**src/include/dsw_pkg.sv**
```systemverilog
package dsw_pkg;
    localparam int ADDR_W = 8;
    localparam int DATA_W = 8;
    localparam int PM_AW = 12;
    localparam int WIN_OFS_W = 6;
    localparam int WIN_BASE_W = 6;
    localparam int RAM_BYTES = 60;
    localparam int IDX_REGS = 4;
    localparam int STACK_DEPTH = 6;
    localparam int BANK_SEL_W = 3;
    localparam logic [7:0] WIN_LO = 8'h40;
    localparam logic [7:0] WIN_HI = 8'h7F;
    localparam logic [7:0] BANK_HI = 8'h3F;
    localparam logic [7:0] IDX_LO = 8'h80;
    localparam logic [7:0] IDX_HI = 8'h83;
    localparam logic [7:0] RAM_LO = 8'h84;
    localparam logic [7:0] RAM_HI = 8'hBF;
    localparam logic [7:0] OFF_WIN_BASE = 8'hC9;
    localparam logic [7:0] OFF_BANK_SEL = 8'hE8;
    localparam int BIT_RAM_PAGE2 = 4;
    localparam int BIT_EE_PAGE1 = 1;
    localparam int BIT_EE_PAGE0 = 0;
    localparam logic [7:0] RST_DATA = 8'h00;
    localparam logic [11:0] RST_IPTR = 12'h000;
    localparam logic [11:0] IPTR_STEP = 12'h001;

    typedef enum logic [4:0] {
        SRC_NONE = 5'h01,
        SRC_INT  = 5'h02,
        SRC_PM   = 5'h04,
        SRC_BANK = 5'h08,
        SRC_PER  = 5'h10
    } src_e;

    // Locations at C0h upward that reach a peripheral, control or accumulator register
    function automatic logic per_mapped(input logic [7:0] a);
        logic m;
        m = (a >= 8'hC0 && a <= 8'hC2) || (a >= 8'hC4 && a <= 8'hC6) || (a == 8'hC8) ||
            (a >= 8'hCC && a <= 8'hCE) || (a >= 8'hD0 && a <= 8'hDD) ||
            (a >= 8'hE0 && a <= 8'hE2) || (a == 8'hEA) || (a == 8'hFF);
        return m;
    endfunction
endpackage

```
**src/logic/data_space_window_decoder.sv**
```systemverilog
`timescale 1ns/1ps
module data_space_window_decoder #(
    parameter int RAM_BYTES = dsw_pkg::RAM_BYTES
) (
    // Clock, reset, enable
    input wire logic CLK,
    input wire logic SRST,
    input wire logic CE,
    // Core data access
    input wire logic [7:0] D_ADDR,
    input wire logic D_RD,
    input wire logic D_WR,
    input wire logic [7:0] D_WDATA,
    output logic [7:0] D_RDATA,
    output logic D_RVALID,
    // Program memory read port
    output logic [11:0] PM_ADDR,
    output logic PM_RD,
    input wire logic [7:0] PM_RDATA,
    // External readout and option
    input wire logic PROTECT,
    input wire logic EXT_RD,
    input wire logic [11:0] EXT_ADDR,
    output logic [7:0] EXT_RDATA,
    output logic EXT_RVALID,
    output logic EXT_DENIED,
    // Banked page and peripheral bus
    output logic [7:0] BUS_ADDR,
    output logic [7:0] BUS_WDATA,
    output logic BK_RD,
    output logic BK_WR,
    input wire logic [7:0] BK_RDATA,
    output logic PER_RD,
    output logic PER_WR,
    input wire logic [7:0] PER_RDATA,
    output logic RAM_PAGE2_SEL,
    output logic EE_PAGE1_SEL,
    output logic EE_PAGE0_SEL,
    // Instruction pointer control
    input wire logic PC_STEP,
    input wire logic PC_LOAD,
    input wire logic PC_CALL,
    input wire logic PC_RET,
    input wire logic [11:0] PC_TARGET,
    output logic [11:0] FETCH_ADDR
);
    // Address classes
    logic in_bank, in_win, in_idx, in_ram, is_wb, is_bs, in_per;
    logic [7:0] ram_off;
    assign in_bank = D_ADDR <= dsw_pkg::BANK_HI;
    assign in_win = D_ADDR >= dsw_pkg::WIN_LO && D_ADDR <= dsw_pkg::WIN_HI;
    assign in_idx = D_ADDR >= dsw_pkg::IDX_LO && D_ADDR <= dsw_pkg::IDX_HI;
    assign in_ram = D_ADDR >= dsw_pkg::RAM_LO && D_ADDR <= dsw_pkg::RAM_HI;
    assign is_wb = D_ADDR == dsw_pkg::OFF_WIN_BASE;
    assign is_bs = D_ADDR == dsw_pkg::OFF_BANK_SEL;
    assign in_per = dsw_pkg::per_mapped(D_ADDR);
    assign ram_off = D_ADDR - dsw_pkg::RAM_LO;
    // Write-only configuration, deliberately left out of reset
    logic [dsw_pkg::WIN_BASE_W-1:0] win_base_ff, nxt_win_base;
    logic [dsw_pkg::BANK_SEL_W-1:0] bank_ff, nxt_bank;
    always_comb begin
        nxt_win_base = win_base_ff;
        nxt_bank = bank_ff;
        if (D_WR && is_wb) begin
            nxt_win_base = D_WDATA[dsw_pkg::WIN_BASE_W-1:0];
        end
        if (D_WR && is_bs) begin
            nxt_bank = {D_WDATA[dsw_pkg::BIT_RAM_PAGE2], D_WDATA[dsw_pkg::BIT_EE_PAGE1],
                        D_WDATA[dsw_pkg::BIT_EE_PAGE0]};
        end
    end
    always_ff @(posedge CLK) begin
        if (CE) begin
            win_base_ff <= nxt_win_base;
            bank_ff <= nxt_bank;
        end
    end
    assign RAM_PAGE2_SEL = bank_ff[2];
    assign EE_PAGE1_SEL = bank_ff[1];
    assign EE_PAGE0_SEL = bank_ff[0];
    // Index, short-direct registers and general RAM
    logic [7:0] idx_ff [dsw_pkg::IDX_REGS];
    logic [7:0] nxt_idx [dsw_pkg::IDX_REGS];
    logic [7:0] ram_ff [RAM_BYTES];
    logic [7:0] nxt_ram [RAM_BYTES];
    always_comb begin
        nxt_idx = idx_ff;
        nxt_ram = ram_ff;
        if (D_WR && in_idx) begin
            nxt_idx[D_ADDR[1:0]] = D_WDATA;
        end
        if (D_WR && in_ram) begin
            nxt_ram[ram_off[5:0]] = D_WDATA;
        end
    end
    always_ff @(posedge CLK) begin
        if (CE) begin
            idx_ff <= nxt_idx;
            ram_ff <= nxt_ram;
        end
    end
    // Request stage
    dsw_pkg::src_e src_ff, nxt_src;
    logic rd_pend_ff, nxt_rd_pend;
    logic ext_pend_ff, nxt_ext_pend;
    logic ext_deny_ff, nxt_ext_deny;
    logic pm_rd_ff, nxt_pm_rd;
    logic [11:0] pm_addr_ff, nxt_pm_addr;
    logic bk_rd_ff, nxt_bk_rd, bk_wr_ff, nxt_bk_wr;
    logic per_rd_ff, nxt_per_rd, per_wr_ff, nxt_per_wr;
    logic [7:0] bus_addr_ff, nxt_bus_addr, bus_wdata_ff, nxt_bus_wdata;
    logic [7:0] int_data_ff, nxt_int_data;
    always_comb begin
        nxt_src = dsw_pkg::SRC_NONE;
        nxt_rd_pend = 1'b0;
        nxt_ext_pend = 1'b0;
        nxt_ext_deny = 1'b0;
        nxt_pm_rd = 1'b0;
        nxt_pm_addr = pm_addr_ff;
        nxt_bk_rd = 1'b0;
        nxt_bk_wr = 1'b0;
        nxt_per_rd = 1'b0;
        nxt_per_wr = 1'b0;
        nxt_bus_addr = bus_addr_ff;
        nxt_bus_wdata = bus_wdata_ff;
        nxt_int_data = int_data_ff;
        if (D_RD) begin
            nxt_rd_pend = 1'b1;
            if (in_win) begin
                nxt_src = dsw_pkg::SRC_PM;
                nxt_pm_rd = 1'b1;
                nxt_pm_addr = {win_base_ff, D_ADDR[dsw_pkg::WIN_OFS_W-1:0]};
            end else if (in_bank) begin
                nxt_src = dsw_pkg::SRC_BANK;
                nxt_bk_rd = 1'b1;
                nxt_bus_addr = D_ADDR;
            end else if (in_idx) begin
                nxt_src = dsw_pkg::SRC_INT;
                nxt_int_data = idx_ff[D_ADDR[1:0]];
            end else if (in_ram) begin
                nxt_src = dsw_pkg::SRC_INT;
                nxt_int_data = ram_ff[ram_off[5:0]];
            end else if (in_per) begin
                nxt_src = dsw_pkg::SRC_PER;
                nxt_per_rd = 1'b1;
                nxt_bus_addr = D_ADDR;
            end
        end else if (D_WR) begin
            // Window and write-only locations raise no strobe
            if (in_bank) begin
                nxt_bk_wr = 1'b1;
                nxt_bus_addr = D_ADDR;
                nxt_bus_wdata = D_WDATA;
            end else if (in_per) begin
                nxt_per_wr = 1'b1;
                nxt_bus_addr = D_ADDR;
                nxt_bus_wdata = D_WDATA;
            end
        end
        // Core window reads win the program memory port
        if (EXT_RD && !(D_RD && in_win)) begin
            nxt_ext_pend = 1'b1;
            if (PROTECT) begin
                nxt_ext_deny = 1'b1;
            end else begin
                nxt_pm_rd = 1'b1;
                nxt_pm_addr = EXT_ADDR;
            end
        end
    end
    always_ff @(posedge CLK) begin
        if (SRST) begin
            src_ff <= dsw_pkg::SRC_NONE;
            rd_pend_ff <= 1'b0;
            ext_pend_ff <= 1'b0;
            ext_deny_ff <= 1'b0;
            pm_rd_ff <= 1'b0;
            pm_addr_ff <= dsw_pkg::RST_IPTR;
            bk_rd_ff <= 1'b0;
            bk_wr_ff <= 1'b0;
            per_rd_ff <= 1'b0;
            per_wr_ff <= 1'b0;
            bus_addr_ff <= dsw_pkg::RST_DATA;
            bus_wdata_ff <= dsw_pkg::RST_DATA;
            int_data_ff <= dsw_pkg::RST_DATA;
        end else if (CE) begin
            src_ff <= nxt_src;
            rd_pend_ff <= nxt_rd_pend;
            ext_pend_ff <= nxt_ext_pend;
            ext_deny_ff <= nxt_ext_deny;
            pm_rd_ff <= nxt_pm_rd;
            pm_addr_ff <= nxt_pm_addr;
            bk_rd_ff <= nxt_bk_rd;
            bk_wr_ff <= nxt_bk_wr;
            per_rd_ff <= nxt_per_rd;
            per_wr_ff <= nxt_per_wr;
            bus_addr_ff <= nxt_bus_addr;
            bus_wdata_ff <= nxt_bus_wdata;
            int_data_ff <= nxt_int_data;
        end
    end
    assign PM_RD = pm_rd_ff;
    assign PM_ADDR = pm_addr_ff;
    assign BK_RD = bk_rd_ff;
    assign BK_WR = bk_wr_ff;
    assign PER_RD = per_rd_ff;
    assign PER_WR = per_wr_ff;
    assign BUS_ADDR = bus_addr_ff;
    assign BUS_WDATA = bus_wdata_ff;
    // Answer stage
    logic [7:0] rdata_ff, nxt_rdata, ext_rdata_ff, nxt_ext_rdata;
    logic rvalid_ff, ext_rvalid_ff, ext_denied_ff;
    always_comb begin
        nxt_rdata = rdata_ff;
        if (rd_pend_ff) begin
            case (src_ff)
                dsw_pkg::SRC_PM: nxt_rdata = PM_RDATA;
                dsw_pkg::SRC_BANK: nxt_rdata = BK_RDATA;
                dsw_pkg::SRC_PER: nxt_rdata = PER_RDATA;
                dsw_pkg::SRC_INT: nxt_rdata = int_data_ff;
                default: nxt_rdata = dsw_pkg::RST_DATA;
            endcase
        end
        nxt_ext_rdata = ext_rdata_ff;
        if (ext_pend_ff) begin
            nxt_ext_rdata = ext_deny_ff ? dsw_pkg::RST_DATA : PM_RDATA;
        end
    end
    always_ff @(posedge CLK) begin
        if (SRST) begin
            rdata_ff <= dsw_pkg::RST_DATA;
            rvalid_ff <= 1'b0;
            ext_rdata_ff <= dsw_pkg::RST_DATA;
            ext_rvalid_ff <= 1'b0;
            ext_denied_ff <= 1'b0;
        end else if (CE) begin
            rdata_ff <= nxt_rdata;
            rvalid_ff <= rd_pend_ff;
            ext_rdata_ff <= nxt_ext_rdata;
            ext_rvalid_ff <= ext_pend_ff;
            ext_denied_ff <= ext_pend_ff && ext_deny_ff;
        end
    end
    assign D_RDATA = rdata_ff;
    assign D_RVALID = rvalid_ff;
    assign EXT_RDATA = ext_rdata_ff;
    assign EXT_RVALID = ext_rvalid_ff;
    assign EXT_DENIED = ext_denied_ff;
    return_stack #(.DEPTH(dsw_pkg::STACK_DEPTH), .AW(dsw_pkg::PM_AW)) u_stack (
        .clk(CLK),
        .srst(SRST),
        .ce(CE),
        .step(PC_STEP),
        .load(PC_LOAD),
        .call(PC_CALL),
        .ret(PC_RET),
        .target(PC_TARGET),
        .iptr(FETCH_ADDR)
    );
endmodule

```
**src/logic/return_stack.sv**
```systemverilog
`timescale 1ns/1ps
module return_stack #(
    parameter int DEPTH = dsw_pkg::STACK_DEPTH,
    parameter int AW = dsw_pkg::PM_AW
) (
    // Clock, reset and enable
    input wire logic clk,
    input wire logic srst,
    input wire logic ce,
    // Flow control
    input wire logic step,
    input wire logic load,
    input wire logic call,
    input wire logic ret,
    input wire logic [AW-1:0] target,
    // Fetch address
    output logic [AW-1:0] iptr
);
    logic [AW-1:0] iptr_ff;
    logic [AW-1:0] nxt_iptr;
    logic [AW-1:0] stk_ff [DEPTH];
    logic [AW-1:0] nxt_stk [DEPTH];
    logic [AW-1:0] ret_addr;

    assign ret_addr = AW'(iptr_ff + dsw_pkg::IPTR_STEP);
    assign iptr = iptr_ff;

    // Priority: call, return, jump, step
    always_comb begin
        nxt_iptr = iptr_ff;
        if (call) begin
            nxt_iptr = target;
        end else if (ret) begin
            nxt_iptr = stk_ff[0];
        end else if (load) begin
            nxt_iptr = target;
        end else if (step) begin
            nxt_iptr = ret_addr;
        end
    end

    // Shifting stack; a push beyond six levels drops the oldest entry
    genvar gi;
    generate
        for (gi = 0; gi < DEPTH; gi++) begin : g_entry
            always_comb begin
                nxt_stk[gi] = stk_ff[gi];
                if (call) begin
                    nxt_stk[gi] = (gi == 0) ? ret_addr : stk_ff[(gi == 0) ? 0 : gi-1];
                end else if (ret) begin
                    nxt_stk[gi] = (gi == DEPTH-1) ? stk_ff[gi] : stk_ff[(gi == DEPTH-1) ? gi : gi+1];
                end
            end
            always_ff @(posedge clk) begin
                if (ce) begin
                    stk_ff[gi] <= nxt_stk[gi];
                end
            end
        end
    endgenerate

    always_ff @(posedge clk) begin
        if (srst) begin
            iptr_ff <= dsw_pkg::RST_IPTR;
        end else if (ce) begin
            iptr_ff <= nxt_iptr;
        end
    end
endmodule

```
**config.mk**
```make
export PLATFORM = sky130hd
export DESIGN_NAME = data_space_window_decoder
export DESIGN_NICKNAME = d
export VERILOG_FILES = /design/src/include/dsw_pkg.sv /design/src/logic/data_space_window_decoder.sv /design/src/logic/return_stack.sv
export SDC_FILE = /design/constraint.sdc
export NUM_CORES = 1
export LEC_CHECK = 0
export BUFFER_PORTS_ARGS = -buffer_cell sky130_fd_sc_hd__buf_2
export CORE_AREA = 2 2 207 209
export DETAILED_ROUTE_END_ITERATION = 8
export DIE_AREA = 0 0 209 211
export GPL_TIMING_DRIVEN = 1
export PLACE_DENSITY = 0.83
export RECOVER_POWER = 100
export SLEW_MARGIN = 20
export SYNTH_ARGS = -nofsm -noshare
export SYNTH_HDL_FRONTEND = slang
export SYNTH_SLANG_ARGS = --single-unit
```
**constraint.sdc**
```tcl
create_clock -name CLK -period 6.98 [get_ports CLK]
set_input_delay 0.698 -clock CLK [delete_from_list [all_inputs] [get_ports CLK]]
set_output_delay 0.698 -clock CLK [all_outputs]
set_load 0.01 [all_outputs]
```
# After elaboration in Yosys (flattened, before gate mapping)
# Memory sizes are Yosys's and may differ from the RTL's.
# Cells that the tools add are included.
classes:
  reduce_logical: 39
  eq_ne: 12
  bitwise_logic: 5
  n_addsub: 2
  magnitude_cmp: 21
  n_mux: 75
op_table:
  columns: ["operator", "count"]
  rows:
  - ["bitwise mux 480 bit", 1]
  - ["2-to-1 mux 12 bit", 19]
  - ["2-to-1 mux 8 bit", 19]
  - ["greater-or-equal comparator 8 bit, second input constant", 7]
  - ["less-or-equal comparator 8 bit, second input constant", 7]
  - ["binary-select mux 8 bit (select 6 bit)", 1]
  - ["demux 8 bit (select 6 bit)", 1]
  - ["== test 8 bit, second input constant", 5]
  - ["bitwise mux 32 bit", 1]
  - ["one-hot mux 8 bit (4 select lines)", 1]
  - ["2-to-1 mux 5 bit", 6]
  - ["2-to-1 mux 1 bit", 24]
  - ["logical AND 1 bit", 17]
  - ["binary-select mux 8 bit (select 2 bit)", 1]
  - ["demux 8 bit (select 2 bit)", 1]
  - ["AND reduction 2 bit", 7]
  - ["adder 12 x 1 -> 12 bit, second input constant", 1]
  - ["AND reduction 5 bit", 2]
  - ["greater-or-equal comparator 8 x 7 -> 1 bit, second input constant", 1]
  - ["less-or-equal comparator 8 x 6 -> 1 bit, second input constant", 1]
  - ["less-or-equal comparator 8 x 7 -> 1 bit, second input constant", 1]
  - ["greater-or-equal comparator 7 bit, second input constant", 1]
  - ["logical OR 1 bit", 7]
  - ["less-than comparator 7 x 1 -> 1 bit, second input constant", 1]
  - ["16 further kinds", 21]
word_totals:
  mem_bits_rw: 72
  elab_cells: 240
  out_inout_bits: 67
  register_bits: 601
  memories: 1
memory_table:
  columns: ["name", "words", "word_bits", "rd", "rd_ports_with_merged_regs", "write_ports", "line_no", "source"]
  rows:
  - ["u_stack.stk_ff", 6, 12, 6, 0, 6, "return_stack.sv:21", "logic [AW-1:0] stk_ff [DEPTH];"]

# Longest topological paths before layout
logic_depth:
  ltp_word: 15
  mapped_depth: 13

# Modules after synthesis
# A second synthesis with hierarchy kept.
hier_totals:
  cells_unflattened: 1652
  hier_area_um2: 27664.0
by_module_without_submodules:
  columns: ["mod", "cells_each", "area_per_inst_um2", "n_inst", "seq_area_each_um2"]
  rows:
  - ["data_space_window_decoder", 1357, 23655.2, 1, 16966.3]
  - ["return_stack", 295, 4008.8, 1, 2402.3]

# Worst setup path after synthesis
# No wires, ideal clock.
synth_timing:
  path_type: "input-to-reg"
  from: "input port PC_CALL"
  to: "memory u_stack.stk_ff[0][0] (netlist name), enable pin"
  slack_ps: 2437
  arrival_time_ps: 4065
  setup_ps: 478
  n_path_buf: 3
  t_required_ps: 6502
  path_stages: 5
  cell_sequence: "clkbuf_1 clkbuf_1 clkbuf_1 nor2_1 nor2_1"
synth_lines:
  columns: ["element", "line_no", "source"]
  rows:
  - ["start, declared", "data_space_window_decoder.sv:42", "input wire logic PC_CALL,"]
  - ["end, declared", "return_stack.sv:21", null]

# Worst setup path after layout
layout_timing:
  from: "input port D_ADDR[2]"
  to: "register idx_ff[27] (netlist name), enable pin"
layout_between:
  elab_chain_cells: 4
  elab_cells_between_ends: 5
  cone_classes: "order compare (2); reduce/logical (3)"
layout_lines:
  columns: ["element", "line_no", "source"]
  rows:
  - ["start, declared", "data_space_window_decoder.sv:10", "input wire logic [7:0] D_ADDR,"]
  - ["greater-or-equal comparator 8 bit / less-or-equal comparator 8 bit (equally long branches)", "data_space_window_decoder.sv:52", "assign in_idx = D_ADDR >= dsw_pkg::IDX_LO && D_ADDR <= dsw_pkg::IDX_HI;"]
  - ["logical AND 1 bit (*)", "data_space_window_decoder.sv:52", null]
  - ["logical AND 1 bit (*)", "data_space_window_decoder.sv:89", "if (D_WR && in_idx) begin"]
  - ["AND reduction 2 bit (no line) (*)", null, null]
  - ["end signal, assigned", "data_space_window_decoder.sv:98", "idx_ff <= nxt_idx;"]
  - ["end, declared", "data_space_window_decoder.sv:82", "logic [7:0] idx_ff [dsw_pkg::IDX_REGS];"]
# Every way passes the cells marked *; elsewhere a longest branch is shown, timed or not.
# A chain may end at the register's enable or synchronous reset.

==> results.cfg <==
[setup_path]
r2r_cells = 6
slowest_delay_ns = 1.51
r2r_setup_slack_ns = 4.74
rr_endpoint = D_RDATA[6]
path_cells = buf_4, clkinv_1, clkbuf_1, ha_1, a31oi_1, nor4_4, nand3_1, nor3_1
crit_fanout = 28
slowest_stage = clkbuf_1
arrival_ns = 5.25
cp-end-kind = flop
timing.rr.start = src_ff[4]
startpoint_type = primary input
worstPathRequired_ns = 7.18
crit_type = primary input to flop

[floorplan]
start_util_pct = 65.3
ios = 142
dieArea_um2 = 44100
core.rowCount = 75
fp.dieH_um = 211
die_w_um = 209
core_um2 = 41800

[logic_synthesis]
ys_ff_latch = 671
synth.top_cell.area_share_pct = 65.3
synthArstFlopShare_pct = 0
synth_common_cells = 593 x edfxtp_1, 122 x nor2_1, 113 x mux4_2, 80 x a21oi_1, 78 x dfxtp_1
synth_area_um2 = 27300
syn_inst = 1619
ys_warn_count = 0
synth_top_area_cell = edfxtp_1
synth_most_common_cell = edfxtp_1
synth.distinct_cells = 81
ys.flop_type = edfxtp_1
yosysSeqAreaShare_pct = 71.0
syn_avg_cell_area_um2 = 16.8
synth-edff-count = 593
syn_nets = 1700
synthTopCellsByArea = edfxtp_1 65%, mux4_2 9.3%, dfxtp_1 5.7%, mux2_2 2.5%, nor2_1 1.7%

[layout]
regArea_um2 = 19400
multi_input_area_um2 = 7240
nFillCells = 2438
area_growth_pct = 10.3
n_antenna_cell = 0
post-route-util_pct = 72.0
nets = 1827
drive_gt1_share_pct = 19.5

[clock_network]
htree_levels = 3
path_clk_slew_ns = 0.06
cts_buffers = 66
cts_tree = yes
clock_latency_ns = 0.60
post-cts-setup-buffers = 0
cts.sinks = 671
clock_path_buffers = 3
ctsHoldBuffers = 0
cts-root-buf = clkbuf_16
post_cts_resized = 0

[place]
place_hpwl_mm = 38.5
post-place-ws_ns = 2.70
port_buffers = 141
routabilityCongestion = 0.911

[routing]
drt_iter0_markers = 2456
drc_errors = 0
viasPerCell = 6.99
vias = 16300
post_drt_wl_per_cell_um = 28.7
ant_nets = 0
firstDrtPassIters = 6
finalWirelength_mm = 67.1

[worst_hold_path]
hold_start = EXT_ADDR[4]
min_path_cells = 3
holdCritPathClass = primary input to flop
min_to = PM_ADDR[4]

[timing]
period_minus_slack_ns = 5.04
fin_setup_tns_ns = 0
final_max_slew_viol_count = 629
clock_skew_ns = 0.0176
setup_ws_ns = 1.94
fmax_mhz = 198
finalCritPeriodShare_pct = 72.3
tightest_slew_ns = 3.75
rsz0062_at_grt = false
hold_violations = 0
holdWs_ns = 0.415
relSlewSlack_pct = -150
setup_violations = 0

[pwr]
switchingPower_mw = 1.85
p_leak_nw = 9.66
p_clk_share_pct = 40.4
p_sw_share_pct = 22.2
pwr-share-comb_pct = 6.2
power_density_nw_per_um2 = 278
power_mw = 8.36
vdd_drop_max_v = 0.000222
p_int_mw = 6.50
seq_power_share_pct = 53.4

[grt]
grt_pass1_wl_mm = 101
grt_use_total_pct = 30.9
overflow = 0
grt_pass1_vias = 16000
antenna_found_initial = 0
grt_max_degree = 90

[job]
cap_violations = 11

[run_status]
violations = max-capacitance violations, max-slew violations
status = complete, but fails checks
state kept, by name, indices dropped and copies added, names as in the netlist, 3 cells and up:
| register | flops |
|---|---|
| int_data_ff | 8 |
| u_stack.iptr | 12 |
| D_RDATA | 8 |
| BUS_WDATA | 8 |
| src_ff | 5 |
| bank_ff | 3 |
| win_base_ff | 6 |
| idx_ff | 32 |
| BUS_ADDR | 8 |
| PM_ADDR | 12 |
| u_stack.stk_ff | 72 |
| EXT_RDATA | 8 |
| ram_ff | 480 |
power groups by stage:
| stage | combinational (mW) | clock (mW) | sequential [mW] |
|---|---|---|---|
| 3_3_place_gp | 0.490 | 0 | 4.53 |
| 4_1_cts | 0.515 | 3.40 | 4.45 |
| 6_report | 0.515 | 3.38 | 4.47 |
| 5_1_grt | 0.545 | 3.53 | 4.47 |
| 2_1_floorplan | 0.317 | 0 | 4.53 |
| 3_5_place_dp | 0.506 | 0 | 4.54 |
layout make-up:
class | count | area share (%)
Sequential cell | 671 | 64.4
Multi-Input combinational cell | 835 | 24.1
Clock buffer | 86 | 5.81
Timing Repair Buffer | 161 | 2.50
Tap cell | 539 | 2.24
Clock inverter | 33 | 0.869
Inverter | 11 | 0.137
cell usage in the layout, fill, tap and decap left out, types with 6 or more instances in the layout:
cell type,Yosys,layout
buf_4,22,8
a211oi_1,20,22
nand2_1,66,66
nand3_1,19,19
clkbuf_1,44,99
mux2i_1,37,37
clkinv_1,2,15
dfxtp_1,78,78
edfxtp_1,593,593
inv_1,9,9
clkinv_2,0,9
nor4_1,7,9
a2bb2oi_1,6,6
a22oi_1,29,29
a221oi_1,7,7
ha_1,6,6
buf_2,16,70
mux2_2,61,61
o21ai_0,55,59
and3_1,6,6
a21oi_1,80,80
o211ai_1,16,16
nor3_1,11,11
clkbuf_16,0,67
xor2_1,6,6
mux4_2,113,113
nor3b_1,11,11
nand3b_1,11,11
nand2b_1,13,13
nor2b_1,13,13
nor2_1,122,123
o22ai_1,25,25
metrics by stage:
step / cell area [um^2] / instances
after floorplan: 27300 / 1619
after global placement: 28300 / 2217
after detailed placement: 28300 / 2217
after CTS: 30300 / 2336
after global routing: 30100 / 2336
final: 30100 / 2336
kinds of logic after synthesis:
logic type / synth area share [%]
flops: 71.0
simple gates: 5.43
compound gates: 7.23
mux: 13.4
buf+inv: 2.30
xor+xnor: 0.353
fa+ha+maj: 0.275
critical path, delay by kind of cell:
| kind | cells | cell delay (ns) |
|---|---|---|
| buffers and inverters | 3 | 1.81 |
| adders and majority gates | 1 | 0.63 |
| and+or+nand+nor | 3 | 1.95 |
| AOI/OAI and AO/OA | 1 | 0.12 |
routing by layer:
layer / up-vias / part of all wire, % / global-route usage [%]
li1: 6752 / - / -
met1: 8109 / 38 / 43.3
met2: 1246 / 46 / 47.7
met3: 226 / 12 / 6.96
met4: 0 / 4.4 / 13.2
met5: - / 0 / 0
how the worst max path moves through the flow:
stage | to | startpoint | cells after the start
finish | idx_ff[27] | D_ADDR[2] | 8
global route | u_stack.stk_ff[3][9] | CE | 4
CTS | idx_ff[25] | D_ADDR[2] | 8
detailed placement | idx_ff[24] | D_ADDR[2] | 8
global placement | idx_ff[24] | D_ADDR[2] | 8
floorplan | u_stack.stk_ff[0][0] | PC_CALL | 5
Power figures use the tool's default switching activity.
